===== src/pkg/pec_pkg.sv =====
// Purpose: Shared constants for the print engine coordinator
// Assumes: 250 MHz system clock, APB register access
// Notes: Byte addresses of the register words, status bit positions
package pec_pkg;
    // Register byte addresses
    localparam logic [7:0] A_CTRL = 8'h00;
    localparam logic [7:0] A_STAT = 8'h04;
    localparam logic [7:0] A_MASK = 8'h08;
    localparam logic [7:0] A_PANEL = 8'h0C;
    localparam logic [7:0] A_PAPER = 8'h10;
    localparam logic [7:0] A_SERIAL = 8'h14;
    localparam logic [7:0] A_ROW = 8'h18;
    localparam logic [7:0] A_MSG = 8'h1C;
    // Status and mask bit positions
    localparam int ST_SHORT = 0;
    localparam int ST_HAMMER = 1;
    localparam int ST_STALL = 2;
    localparam int ST_PLATEN = 3;
    localparam int ST_PAPER = 4;
    localparam int ST_SVC = 5;
    localparam int ST_RSP = 6;
    localparam int ST_RX = 7;
    localparam logic [7:0] FAULT_BITS = 8'h5F;
    // Control bits
    localparam int CT_PRINT = 0;
    localparam int CT_SAMPLE = 1;
    localparam int CT_DISPLAY = 2;
    localparam int CT_INDIC = 3;
    // Fault flags inside received bytes
    localparam int PAPER_OUT_BIT = 0;
    localparam int PAPER_MOTION_BIT = 1;
    localparam int RSP_FAULT_BIT = 7;
    // Widths and counts
    localparam int BUS_W = 16;
    localparam int PIN_W = 9;
    localparam int PORT_W = 8;
    localparam int COILS = 48;
    localparam int TABLE_WORDS = 16;
    localparam int PANEL_HALF = 4;
    localparam int SYNC_W = 26;
    // Timing
    localparam int CLK_HZ = 250_000_000;
    localparam int BAUD = 2400;
    localparam int BAUD_DIV = CLK_HZ / BAUD;
    localparam int STALL_TIME_US = 4000;
    localparam int STALL_CYC = STALL_TIME_US * (CLK_HZ / 1_000_000);
endpackage : pec_pkg


===== src/hdl/pec_top.sv =====
// Purpose: Real-time coordination logic of the printer common controller
// Assumes: One clock, APB slave, pins pass two flip-flops first
// Notes: All state in one packed struct
// What this block does
// - Shared sixteen-bit bus granted every cycle
// - Nine-bit input word moved in one cycle
// - DMA byte address shifted left one bit
// - Panel shift port plus three strobe bits
// - Program per row and stroke, table DMA
// - Paper command over port moves immediately
// - Only this unit starts serial transactions
// - One coil per stroke, 48 strokes
// - Coil short halts before next row
// - Watch hammer faults, stalls, open platen
// - Any fault sends message to processing unit
// - Burst requested at row-set pickup count
// - Serial link asynchronous at 2400 baud
`timescale 1ns/1ps
module pec_top #(
    parameter int BAUD_DIV = pec_pkg::BAUD_DIV,
    parameter int STALL_CYC = pec_pkg::STALL_CYC
) (
    input wire logic clk_in,
    input wire logic rst_in,
    input wire logic psel_in,
    input wire logic penable_in,
    input wire logic pwrite_in,
    input wire logic [7:0] paddr_in,
    input wire logic [31:0] pwdata_in,
    output logic [31:0] prdata_out,
    output logic pready_out,
    output logic pslverr_out,
    output logic irq_out,
    input wire logic dpu_req_in,
    output logic grant_dpu_out,
    output logic grant_rtu_out,
    input wire logic dma_req_in,
    input wire logic [15:0] dma_addr_in,
    input wire logic [8:0] pdata_in,
    output logic [16:0] mem_addr_out,
    output logic [15:0] mem_data_out,
    output logic mem_we_out,
    output logic panel_sclk_out,
    output logic panel_sdo_out,
    input wire logic panel_sdi_in,
    output logic panel_sample_out,
    output logic panel_display_out,
    output logic panel_indicator_out,
    output logic dot_plucker_load_out,
    output logic fire_timer_load_out,
    input wire logic stroke_in,
    input wire logic pickup_pulse_in,
    output logic burst_req_out,
    output logic table_dma_req_out,
    output logic [7:0] table_addr_out,
    output logic table_load_out,
    output logic [7:0] paper_data_out,
    output logic paper_stb_out,
    output logic paper_now_out,
    output logic paper_trig_out,
    input wire logic [7:0] paper_status_in,
    input wire logic paper_status_stb_in,
    output logic rsp_tx_out,
    input wire logic rsp_rx_in,
    input wire logic rsp_service_in,
    output logic [5:0] coil_sel_out,
    input wire logic coil_short_in,
    input wire logic hammer_fault_in,
    input wire logic platen_open_in,
    output logic fire_enable_out,
    output logic [7:0] dpu_msg_out,
    output logic dpu_msg_valid_out
);
    typedef struct packed {
        logic [25:0] s1, s2, s3;
        logic pready, pslverr;
        logic [31:0] prdata;
        logic print_en, irq;
        logic [7:0] stat, mask;
        logic last_rtu, grant_dpu, grant_rtu, dma_pend, mem_we;
        logic [16:0] mem_addr;
        logic [15:0] mem_data;
        logic [3:0] pan_div;
        logic [3:0] pan_bit;
        logic [7:0] pan_sh, keys;
        logic pan_sclk, pan_busy, pan_sample, pan_disp, pan_ind;
        logic dp_load, ft_load, burst_req, burst_done;
        logic [7:0] burst_time, move_dist, pk_cnt;
        logic tbl_busy, tbl_load;
        logic [7:0] tbl_addr;
        logic [7:0] paper_data, paper_stat;
        logic paper_stb, paper_now, paper_trig;
        logic [5:0] coil;
        logic fire_en;
        logic [31:0] stall_cnt, tx_div, rx_div;
        logic [3:0] tx_bit, rx_bit;
        logic [9:0] tx_sh;
        logic tx_busy, tx_line, rx_busy;
        logic [7:0] rx_sh, rx_byte, msg;
        logic msg_valid;
    } pec_state_s;

    pec_state_s s, next_s;
    logic [25:0] raw;
    logic wr, rd, wr_ctrl, wr_stat, wr_paper, wr_serial, wr_row, wr_panel, tx_start;
    logic stroke_rise, pick_rise, pstb_rise, rx_line;
    logic [7:0] ev, clr;

    // Pin inputs gathered for the two-stage synchroniser
    assign raw = {paper_status_in, pdata_in, pickup_pulse_in, stroke_in, coil_short_in,
                  hammer_fault_in, platen_open_in, rsp_rx_in, rsp_service_in,
                  panel_sdi_in, paper_status_stb_in};
    // Edges seen after the second stage only
    assign pstb_rise = s.s2[0] & ~s.s3[0];
    assign stroke_rise = s.s2[7] & ~s.s3[7];
    assign pick_rise = s.s2[8] & ~s.s3[8];
    assign rx_line = s.s2[3];
    // APB access phase decode, write takes effect when pready is high
    assign wr = psel_in & penable_in & s.pready & pwrite_in;
    assign rd = psel_in & penable_in & ~s.pready;
    assign wr_ctrl = wr && paddr_in == pec_pkg::A_CTRL;
    assign wr_stat = wr && paddr_in == pec_pkg::A_STAT;
    assign wr_paper = wr && paddr_in == pec_pkg::A_PAPER;
    assign wr_serial = wr && paddr_in == pec_pkg::A_SERIAL;
    assign wr_row = wr && paddr_in == pec_pkg::A_ROW;
    assign wr_panel = wr && paddr_in == pec_pkg::A_PANEL;
    assign tx_start = wr_serial & ~s.tx_busy;
    assign clr = wr_stat ? pwdata_in[7:0] : 8'h00;

    // Next-state logic for the whole block
    always_comb begin
        next_s = s;
        ev = 8'h00;
        next_s.s1 = raw;
        next_s.s2 = s.s1;
        next_s.s3 = s.s2;
        // APB slave: one wait state, error on unmapped address
        next_s.pready = rd;
        next_s.pslverr = 1'b0;
        next_s.prdata = 32'h0000_0000;
        if (rd) begin
            case (paddr_in)
                pec_pkg::A_CTRL: next_s.prdata = {31'h0, s.print_en};
                pec_pkg::A_STAT: next_s.prdata = {24'h0, s.stat};
                pec_pkg::A_MASK: next_s.prdata = {24'h0, s.mask};
                pec_pkg::A_PANEL: next_s.prdata = {23'h0, s.pan_busy, s.keys};
                pec_pkg::A_PAPER: next_s.prdata = {24'h0, s.paper_stat};
                pec_pkg::A_SERIAL: next_s.prdata = {23'h0, s.tx_busy, s.rx_byte};
                pec_pkg::A_ROW: next_s.prdata = {16'h0, s.burst_time, s.move_dist};
                pec_pkg::A_MSG: next_s.prdata = {15'h0, s.stat[pec_pkg::ST_SHORT],
                                                 2'h0, s.coil, s.msg};
                default: next_s.pslverr = 1'b1;
            endcase
        end
        next_s.pan_sample = wr_ctrl & pwdata_in[pec_pkg::CT_SAMPLE];
        next_s.pan_disp = wr_ctrl & pwdata_in[pec_pkg::CT_DISPLAY];
        next_s.pan_ind = wr_ctrl & pwdata_in[pec_pkg::CT_INDIC];
        if (wr_ctrl) begin
            next_s.print_en = pwdata_in[pec_pkg::CT_PRINT];
        end
        if (wr && paddr_in == pec_pkg::A_MASK) begin
            next_s.mask = pwdata_in[7:0];
        end
        // panel synchronous shift, data out on fall, keys in on rise
        if (wr_panel && !s.pan_busy) begin
            next_s.pan_sh = pwdata_in[7:0];
            next_s.pan_busy = 1'b1;
            next_s.pan_bit = 4'h0;
            next_s.pan_div = 4'h0;
        end else if (s.pan_busy) begin
            next_s.pan_div = s.pan_div + 4'h1;
            if (s.pan_div == 4'(pec_pkg::PANEL_HALF - 1)) begin
                next_s.pan_div = 4'h0;
                next_s.pan_sclk = ~s.pan_sclk;
                next_s.pan_bit = s.pan_bit + 4'h1;
                if (s.pan_sclk) begin
                    next_s.pan_sh = {s.pan_sh[6:0], 1'b0};
                end else begin
                    next_s.keys = {s.keys[6:0], s.s2[1]};
                end
                if (s.pan_bit == 4'hF) begin
                    next_s.pan_busy = 1'b0;
                end
            end
        end
        // per-cycle grant, alternating when both ask
        next_s.grant_rtu = s.dma_pend & (~dpu_req_in | ~s.last_rtu);
        next_s.grant_dpu = dpu_req_in & ~next_s.grant_rtu;
        if (next_s.grant_rtu | next_s.grant_dpu) begin
            next_s.last_rtu = next_s.grant_rtu;
        end
        // whole nine-bit word written in one bus cycle
        next_s.mem_we = next_s.grant_rtu;
        if (next_s.grant_rtu) begin
            next_s.dma_pend = 1'b0;
        end
        // byte address doubled for word transfers
        if (dma_req_in && !s.dma_pend) begin
            next_s.dma_pend = 1'b1;
            next_s.mem_addr = {dma_addr_in, 1'b0};
            next_s.mem_data = {7'h00, s.s2[17:9]};
        end
        ev[pec_pkg::ST_SHORT] = s.s2[6] & ~s.s3[6];
        ev[pec_pkg::ST_HAMMER] = s.s2[5] & ~s.s3[5];
        ev[pec_pkg::ST_PLATEN] = s.s2[4] & ~s.s3[4];
        if (pick_rise || !s.print_en) begin
            next_s.stall_cnt = 32'h0;
        end else if (s.stall_cnt != 32'(STALL_CYC)) begin
            next_s.stall_cnt = s.stall_cnt + 32'h1;
            ev[pec_pkg::ST_STALL] = s.stall_cnt == 32'(STALL_CYC - 1);
        end
        // paper status byte taken on its strobe
        if (pstb_rise) begin
            next_s.paper_stat = s.s2[25:18];
            ev[pec_pkg::ST_PAPER] = s.s2[18 + pec_pkg::PAPER_OUT_BIT]
                                  | s.s2[18 + pec_pkg::PAPER_MOTION_BIT];
        end
        // far processor asks for service by an edge
        ev[pec_pkg::ST_SVC] = s.s2[2] & ~s.s3[2];
        // transmitter, start bit, eight data bits, stop bit
        next_s.tx_line = s.tx_sh[0];
        if (tx_start) begin
            next_s.tx_sh = {1'b1, pwdata_in[7:0], 1'b0};
            next_s.tx_busy = 1'b1;
            next_s.tx_div = 32'h0;
            next_s.tx_bit = 4'h0;
        end else if (s.tx_busy) begin
            next_s.tx_div = s.tx_div + 32'h1;
            if (s.tx_div == 32'(BAUD_DIV - 1)) begin
                next_s.tx_div = 32'h0;
                next_s.tx_sh = {1'b1, s.tx_sh[9:1]};
                next_s.tx_bit = s.tx_bit + 4'h1;
                next_s.tx_busy = s.tx_bit != 4'h9;
            end
        end
        // receiver samples mid-bit, false start dropped
        if (!s.rx_busy) begin
            if (!rx_line) begin
                next_s.rx_busy = 1'b1;
                next_s.rx_div = 32'h0;
                next_s.rx_bit = 4'h0;
            end
        end else begin
            next_s.rx_div = s.rx_div + 32'h1;
            if (s.rx_div == 32'((s.rx_bit == 4'h0) ? BAUD_DIV / 2 - 1 : BAUD_DIV - 1)) begin
                next_s.rx_div = 32'h0;
                next_s.rx_bit = s.rx_bit + 4'h1;
                if (s.rx_bit == 4'h0 && rx_line) begin
                    next_s.rx_busy = 1'b0;
                end else if (s.rx_bit == 4'h9) begin
                    next_s.rx_busy = 1'b0;
                    if (rx_line) begin
                        next_s.rx_byte = s.rx_sh;
                        ev[pec_pkg::ST_RX] = 1'b1;
                        ev[pec_pkg::ST_RSP] = s.rx_sh[pec_pkg::RSP_FAULT_BIT];
                    end
                end else if (s.rx_bit != 4'h0) begin
                    next_s.rx_sh = {rx_line, s.rx_sh[7:1]};
                end
            end
        end
        // sticky status, set beats the one-to-clear write
        next_s.stat = (s.stat & ~clr) | ev;
        // service flag dropped when a transaction starts or by a one-to-clear write
        if (tx_start && !ev[pec_pkg::ST_SVC]) begin
            next_s.stat[pec_pkg::ST_SVC] = 1'b0;
        end
        next_s.irq = |(next_s.stat & s.mask);
        // collated fault message to the processing unit
        next_s.msg_valid = |(ev & pec_pkg::FAULT_BITS);
        if (next_s.msg_valid) begin
            next_s.msg = ev & pec_pkg::FAULT_BITS;
        end
        // firing stops while a coil short stands
        next_s.fire_en = s.print_en & ~next_s.stat[pec_pkg::ST_SHORT];
        // dot plucker programmed per row; move prepared
        next_s.dp_load = wr_row & next_s.fire_en;
        next_s.paper_stb = wr_row | wr_paper;
        // port command moves paper at once
        next_s.paper_now = wr_paper;
        if (wr_row) begin
            next_s.burst_time = pwdata_in[15:8];
            next_s.move_dist = pwdata_in[7:0];
            next_s.paper_data = pwdata_in[7:0];
        end else if (wr_paper) begin
            next_s.paper_data = pwdata_in[7:0];
        end
        // fire timer reloaded per stroke, trigger paper move
        next_s.ft_load = stroke_rise;
        next_s.paper_trig = stroke_rise & next_s.fire_en;
        next_s.tbl_load = s.tbl_busy;
        if (stroke_rise) begin
            next_s.tbl_busy = 1'b1;
            next_s.tbl_addr = 8'h00;
            next_s.pk_cnt = 8'h00;
            next_s.burst_done = 1'b0;
            // next coil checked, wraps after the last
            next_s.coil = (s.coil == 6'(pec_pkg::COILS - 1)) ? 6'h00 : s.coil + 6'h01;
        end else if (s.tbl_busy) begin
            next_s.tbl_addr = s.tbl_addr + 8'h01;
            next_s.tbl_busy = s.tbl_addr != 8'(pec_pkg::TABLE_WORDS - 1);
        end
        // burst at the pickup count written with the row
        next_s.burst_req = 1'b0;
        if (pick_rise && !stroke_rise) begin
            next_s.pk_cnt = s.pk_cnt + 8'h01;
            if (s.pk_cnt + 8'h01 == s.burst_time && !s.burst_done && next_s.fire_en) begin
                next_s.burst_req = 1'b1;
                next_s.burst_done = 1'b1;
            end
        end
    end

    // State register
    always_ff @(posedge clk_in or posedge rst_in) begin
        if (rst_in) begin
            s <= '0;
            s.tx_sh <= 10'h3FF;
            s.tx_line <= 1'b1;
        end else begin
            s <= next_s;
        end
    end

    assign prdata_out = s.prdata;
    assign pready_out = s.pready;
    assign pslverr_out = s.pslverr;
    assign irq_out = s.irq;
    assign grant_dpu_out = s.grant_dpu;
    assign grant_rtu_out = s.grant_rtu;
    assign mem_addr_out = s.mem_addr;
    assign mem_data_out = s.mem_data;
    assign mem_we_out = s.mem_we;
    assign panel_sclk_out = s.pan_sclk;
    assign panel_sdo_out = s.pan_sh[7];
    assign panel_sample_out = s.pan_sample;
    assign panel_display_out = s.pan_disp;
    assign panel_indicator_out = s.pan_ind;
    assign dot_plucker_load_out = s.dp_load;
    assign fire_timer_load_out = s.ft_load;
    assign burst_req_out = s.burst_req;
    assign table_dma_req_out = s.tbl_busy;
    assign table_addr_out = s.tbl_addr;
    assign table_load_out = s.tbl_load;
    assign paper_data_out = s.paper_data;
    assign paper_stb_out = s.paper_stb;
    assign paper_now_out = s.paper_now;
    assign paper_trig_out = s.paper_trig;
    assign rsp_tx_out = s.tx_line;
    assign coil_sel_out = s.coil;
    assign fire_enable_out = s.fire_en;
    assign dpu_msg_out = s.msg;
    assign dpu_msg_valid_out = s.msg_valid;
endmodule : pec_top


===== config.mk =====
export PLATFORM = sky130hd
export DESIGN_NAME = pec_top
export DESIGN_NICKNAME = d
export VERILOG_FILES = /design/src/pkg/pec_pkg.sv /design/src/hdl/pec_top.sv
export SDC_FILE = /design/constraint.sdc
export NUM_CORES = 1
export LEC_CHECK = 0
export BUFFER_PORTS_ARGS = -buffer_cell sky130_fd_sc_hd__buf_2
export CORE_MARGIN = 3
export CORE_UTILIZATION = 58
export CTS_CLUSTER_SIZE = 25
export DETAILED_ROUTE_END_ITERATION = 7
export PLACE_DENSITY = 0.84
export SYNTH_ARGS = -nofsm -noshare
export SYNTH_HDL_FRONTEND = slang
export SYNTH_SLANG_ARGS = --single-unit

===== constraint.sdc =====
create_clock -name clk_in -period 12.55 [get_ports clk_in]
set_clock_uncertainty 0.1 [all_clocks]
set_input_delay 1.255 -clock clk_in [delete_from_list [all_inputs] [get_ports clk_in]]
set_output_delay 1.255 -clock clk_in [all_outputs]
set_load 0.05 [all_outputs]

==> results of run 1 <==
[final cells by class]
type / count / area (sq um) / area share (%)
sequential: 358 / 8970 / 50.1
multi-input combinational: 944 / 6180 / 34.5
inverter: 42 / 165 / 0.922
clock inverter: 12 / 170 / 0.950
timing repair buffer: 174 / 896 / 5.00
clock buffer: 52 / 1060 / 5.93
tap: 372 / 465 / 2.60
[layout by cell type (no fill, tap or decap), types with 30 or more instances in the layout]
cell type	synthesis	final
a21oi_1	35	34
nand2_1	129	129
xor2_1	37	37
mux2_2	90	90
dfrtp_1	347	347
nor2_1	85	85
o21ai_0	91	91
clkbuf_16	0	37
xnor2_1	30	30
inv_1	42	41
nand4_1	35	35
nand3_1	58	58
and3_1	37	37
buf_2	4	164
[metal layers]
layer / global-route usage [%] / share of wire [%]
met5: 0 / 0
met4: 7.30 / 2.8
met3: 3.97 / 6.2
met2: 37.3 / 48
met1: 31.6 / 43
[sequential cells by signal, summed over array words and instances, names as in the netlist, 6 cells and up]
signal	cells
coil_sel_out	6
dpu_msg_out	6
mem_addr_out	16
mem_data_out	9
next_s	53
paper_data_out	8
prdata_out	17
s	214
table_addr_out	8
[cells by family (layout without fill, tap and decap cells)]
kind of cell | Yosys count | count (layout) | share of synthesized area, %
xor+xnor | 67 | 67 | 3.63
mux | 96 | 96 | 6.64
fa+ha+maj | 15 | 15 | 1.16
simple gates | 490 | 490 | 16.0
flops | 358 | 358 | 55.5
buf+inv | 195 | 280 | 6.90
other cells | 1 | 25 | 0.0232
compound gates | 251 | 251 | 10.2
[metrics by stage]
stage,setup WS (ps),utilization (%)
3_5_place_dp,8270,61.4
6_report,8710,65.9
4_1_cts,8810,65.9
2_1_floorplan,1280,-
5_1_grt,8450,65.9
3_3_place_gp,8390,61.4
[worst max-delay path, cell delays in order]
cell and delay, ps:
buf_2 110, nor4_1 1010, and4_1 730, and3b_1 580, nor2_1 130, o21ai_0 180, o21ai_0 120
[power groups by stage]
stage	Combinational, W	Clock [W]	Sequential [W]
floorplan	0.000505	0	0.00135
global placement	0.000533	0	0.00135
detailed placement	0.000547	0	0.00135
CTS	0.000549	0.00113	0.00133
global route	0.000581	0.00118	0.00135
finish	0.000545	0.00111	0.00133
[worst min-delay path by stage]
stage,from,end,slack [ps]
after detailed placement,next_s[371],next_s[345],230
after global routing,next_s[365],next_s[339],250
after CTS,next_s[359],next_s[333],250
after global placement,next_s[362],next_s[336],230
after floorplan,next_s[351],next_s[325],230
final,next_s[359],next_s[333],240
==> flow_metrics.env, run 1 <==
export IMPL_status="complete, no violations"
export IMPL_path_max_fanout=14
export IMPL_r2r_end="s[64]"
export IMPL_yosys_warnings=0
export IMPL_die_area_sq_um=29900
export IMPL_synthFlopType="dfrtp_1"
export IMPL_antenna_found_initial=0
export IMPL_worst_ep_arrival_time_ps=4130
export IMPL_wl_per_cell_microns=17.9
export IMPL_chipHeight_microns=173
export IMPL_stdcell_count=1954
export IMPL_io_pins=206
export IMPL_start_util_pct=59.5
export IMPL_fin_area_sq_um=17900
export IMPL_setup_violations=0
export IMPL_synth_cell_types=73
export IMPL_ys_ff_latch=358
export IMPL_maxSlewViolCount=0
export IMPL_clkSinkCount=358
export IMPL_cts_hold_fix_buffers=0
export IMPL_dp_hpwl_microns=23400
export IMPL_h_tree_depth=2
export IMPL_p_leak_nw=8.32
export IMPL_drc=0
export IMPL_routed_wl_microns=34900
export IMPL_r2r_cells=8
export IMPL_startpoint_type="input port"
export IMPL_io_buffers=164
export IMPL_synthArstFlopShare_pct=100
export IMPL_r2r_slack_ps=9200
export IMPL_worst_pin_slew_ps=1250
export IMPL_synth_most_common_cell="dfrtp_1"
export IMPL_grt_max_degree=138
export IMPL_placed_area_sq_um=16700
export IMPL_grt_total_usage_pct=22.9
export IMPL_synth_edff_count=0
export IMPL_r2r_start="s[38]"
export IMPL_drt_vias_per_instance=5.88
export IMPL_num_rows=60
export IMPL_clock_latency_ps=530
export IMPL_min_period_over_period_pct=30.6
export IMPL_fillCellCount=1997
export IMPL_synth_seq_area_share_pct=55.5
export IMPL_power_frac_seq_pct=44.7
export IMPL_drive_above_1_share_pct=22.4
export IMPL_cts_resized=0
export IMPL_ant_nets=0
export IMPL_core_sq_um=27200
export IMPL_numCtsBuffers=36
export IMPL_postCtsSetupBuffers=0
export IMPL_p_switching_w=0.000915
export IMPL_p_clk_share_pct=37.1
export IMPL_power_density_nw_per_um2=167
export IMPL_hold_class="flip-flop to flip-flop"
export IMPL_min_period_ps=3840
export IMPL_drv_cap=0
export IMPL_gp_congestion=0.838
export IMPL_grt_overflow=0
export IMPL_hold_worst_slack_ps=244
export IMPL_fmax_ghz=0.260
export IMPL_sw_frac_of_total_pct=30.6
export IMPL_pwr_share_comb_pct=18.2
export IMPL_crit_end="s[229]"
export IMPL_placedCellCount=1890
export IMPL_synth_common_cells="347 x dfrtp_1, 129 x nand2_1, 98 x buf_4"
export IMPL_setup_tns_ps=0
export IMPL_vias=11481
export IMPL_drt_pass1_iter_count=8
export IMPL_grt_pass1_wl_microns=56900
export IMPL_ys_top_cells_by_area="dfrtp_1 54%, mux2_2 6.3%, buf_4 4.6%"
export IMPL_diodes=0
export IMPL_p_total_w=0.00299
export IMPL_worstSetupStartpoint="paddr_in[5]"
export IMPL_synth_area_sq_um=16200
export IMPL_whs_path_depth=0
export IMPL_syn_to_final_growth_pct=10.8
export IMPL_grt_pass1_vias=11114
export IMPL_syn_avg_cell_area_sq_um=11.0
export IMPL_crit_required_ps=12840
export IMPL_p_int_w=0.00207
export IMPL_drt_initial_drc_count=1168
export IMPL_grt_setup_unrepaired="no"
export IMPL_ctsRootBufferMaster="clkbuf_16"
export IMPL_die_w_microns=173
export IMPL_hold_violations=0
export IMPL_path_class="input port to flip-flop"
export IMPL_synth_top_area_share_pct=53.7
export IMPL_irDropWorstVdd_mv=0.114
export IMPL_syn_inst=1473
export IMPL_max_slew_margin_rel_pct=16.2
export IMPL_cts_path_max_buffers=3
export IMPL_cts_tree="yes"
export IMPL_cp_end_kind="flip-flop"
export IMPL_synth_top_cell_by_area="dfrtp_1"
export IMPL_nets=1660
export IMPL_clk_pin_slew_ps=60
(Power assumes the default switching activity.)
==> run 2, diff against run 1 <==
clock period = 3.9 ns   (was 12.55 ns; I/O delays follow)
==> run 2 against run 1 <==
- die area unchanged
- final cell count increased by 2.3%
- design area increased by 2.5%
==> flow_metrics.env, run 2 (synthesis results as in run 1) <==
export IMPL_status="complete, no violations"
export IMPL_gp_congestion=0.867
export IMPL_cp_end_kind="flip-flop"
export IMPL_antenna_found_initial=0
export IMPL_max_stage_delay_ps=640
export IMPL_sw_frac_of_total_pct=31.0
export IMPL_fmax_ghz=0.324
export IMPL_nets=1706
export IMPL_p_leak_nw=8.52
export IMPL_top_register="s"
export IMPL_grt_setup_unrepaired="no"
export IMPL_grt_pass1_wl_microns=61200
export IMPL_pwr_share_comb_pct=18.9
export IMPL_crit_top_cell="or4_1"
export IMPL_stdcell_count=1998
export IMPL_hold_worst_slack_ps=7.69
export IMPL_hold_violations=0
export IMPL_grt_overflow=0
export IMPL_grt_total_usage_pct=24.6
export IMPL_largest_reg_flops=214
export IMPL_wl_per_cell_microns=18.6
export IMPL_grt_max_degree=93
export IMPL_cts_tree="yes"
export IMPL_critPathSlowestCell="nor3b_1"
export IMPL_irDropWorstVdd_mv=0.283
export IMPL_drt_initial_drc_count=1138
export IMPL_start_util_pct=59.5
export IMPL_drc=0
export IMPL_p_int_w=0.00665
export IMPL_vias=11884
export IMPL_setup_violations=0
export IMPL_chipHeight_microns=173
export IMPL_die_area_sq_um=29900
export IMPL_syn_to_final_growth_pct=13.6
export IMPL_drv_cap=0
export IMPL_dp_slack_ps=874
export IMPL_crit_chain="inv_1 > ha_1 > nor3b_1 > or4_1 > a2111o_1 > a21boi_0 > o2111ai_1 > or4_1"
export IMPL_num_rows=60
export IMPL_power_density_nw_per_um2=525
export IMPL_setup_slack_ps=813
export IMPL_core_sq_um=27200
export IMPL_min_period_over_period_pct=79.1
export IMPL_final_common_cell="dfrtp_1"
export IMPL_p_total_w=0.00964
export IMPL_power_frac_seq_pct=44.8
export IMPL_io_pins=206
export IMPL_clk_pin_slew_ps=60
export IMPL_ctsRootBufferMaster="clkbuf_16"
export IMPL_p_switching_w=0.00298
export IMPL_drive_above_1_share_pct=22.4
export IMPL_min_period_ps=3090
export IMPL_cts_resized=0
export IMPL_dp_hpwl_microns=24500
export IMPL_startpoint_type="flip-flop"
export IMPL_numCtsBuffers=36
export IMPL_setup_tns_ps=0
export IMPL_die_w_microns=173
export IMPL_p_clk_share_pct=36.3
export IMPL_cp_buffers_inverters=1
export IMPL_crit_family="simple AND/OR/NAND/NOR gates"
export IMPL_drt_vias_per_instance=5.95
export IMPL_io_buffers=164
export IMPL_routed_wl_microns=37200
export IMPL_worst_pin_slew_ps=1240
export IMPL_clock_latency_ps=520
export IMPL_maxSlewViolCount=0
export IMPL_clkSinkCount=358
export IMPL_crit_required_ps=4170
export IMPL_layout_common_cells="347 x dfrtp_1, 164 x buf_2, 129 x nand2_1, 91 x o21ai_0, 90 x mux2_2"
export IMPL_cts_path_max_buffers=3
export IMPL_max_slew_margin_rel_pct=17.1
export IMPL_placedCellCount=1900
export IMPL_h_tree_depth=2
export IMPL_path_class="flip-flop to flip-flop"
export IMPL_worst_ep_arrival_time_ps=3360
export IMPL_drt_pass1_iter_count=7
export IMPL_diodes=0
export IMPL_grt_pass1_vias=11906
export IMPL_path_max_fanout=10
export IMPL_hold_class="input port to flip-flop"
export IMPL_ant_nets=0
[run 2: power by group through the flow]
stage / clock network, W / registers [W] / logic (W)
4_1_cts: 0.00355 / 0.00430 / 0.00182
3_5_place_dp: 0 / 0.00436 / 0.00178
3_3_place_gp: 0 / 0.00433 / 0.00173
5_1_grt: 0.00372 / 0.00436 / 0.00194
2_1_floorplan: 0 / 0.00433 / 0.00163
6_report: 0.00350 / 0.00431 / 0.00182
[run 2: per-layer routing]
layer  up-vias  wire, microns  GRT usage, %
li1       5365              -             -
met4         0           1270          9.29
met1      5941          15400          33.1
met3       108           2520          4.22
met5         -              0             0
met2       470          18000          40.7
[run 2: final timing paths]
kind | startpoint | to | slack [ps] | depth (start not counted)
max in group asynchronous | rst_in | s[126] | 2550 | 4
worst min-delay path | dma_addr_in[0] | mem_addr_out[1] | 8 | 2
worst max-delay path | s[39] | irq_out | 810 | 8
worst max register to register | s[39] | irq_out | 810 | 8
worst min register to register | next_s[361] | next_s[335] | 240 | 0
min in group asynchronous | rst_in | s[325] | 310 | 3
[run 2: final cells by class]
cell class | count | area [sq um]
multi-input cells | 944 | 6180
flip-flops and latches | 358 | 8970
clock inverters | 11 | 133
clock buffers | 51 | 1070
well taps | 372 | 465
repair buffers | 220 | 1380
inverters | 42 | 161
fillers | 1971 | 8820
[run 2: through the flow]
step                cell area, sq um  util (%)
detailed placement             16800      61.8
finish                         18400      67.6
floorplan                      16300         -
CTS                            18400      67.5
global placement               16800      61.8
global route                   18400      67.6
[run 2: repair_timing]
item                                    in CTS  in global routing
setup buffers                                0                  0
hold buffers                                35                  1
endpoints found under the setup margin       0                  0
hold endpoints to repair                    40                  1
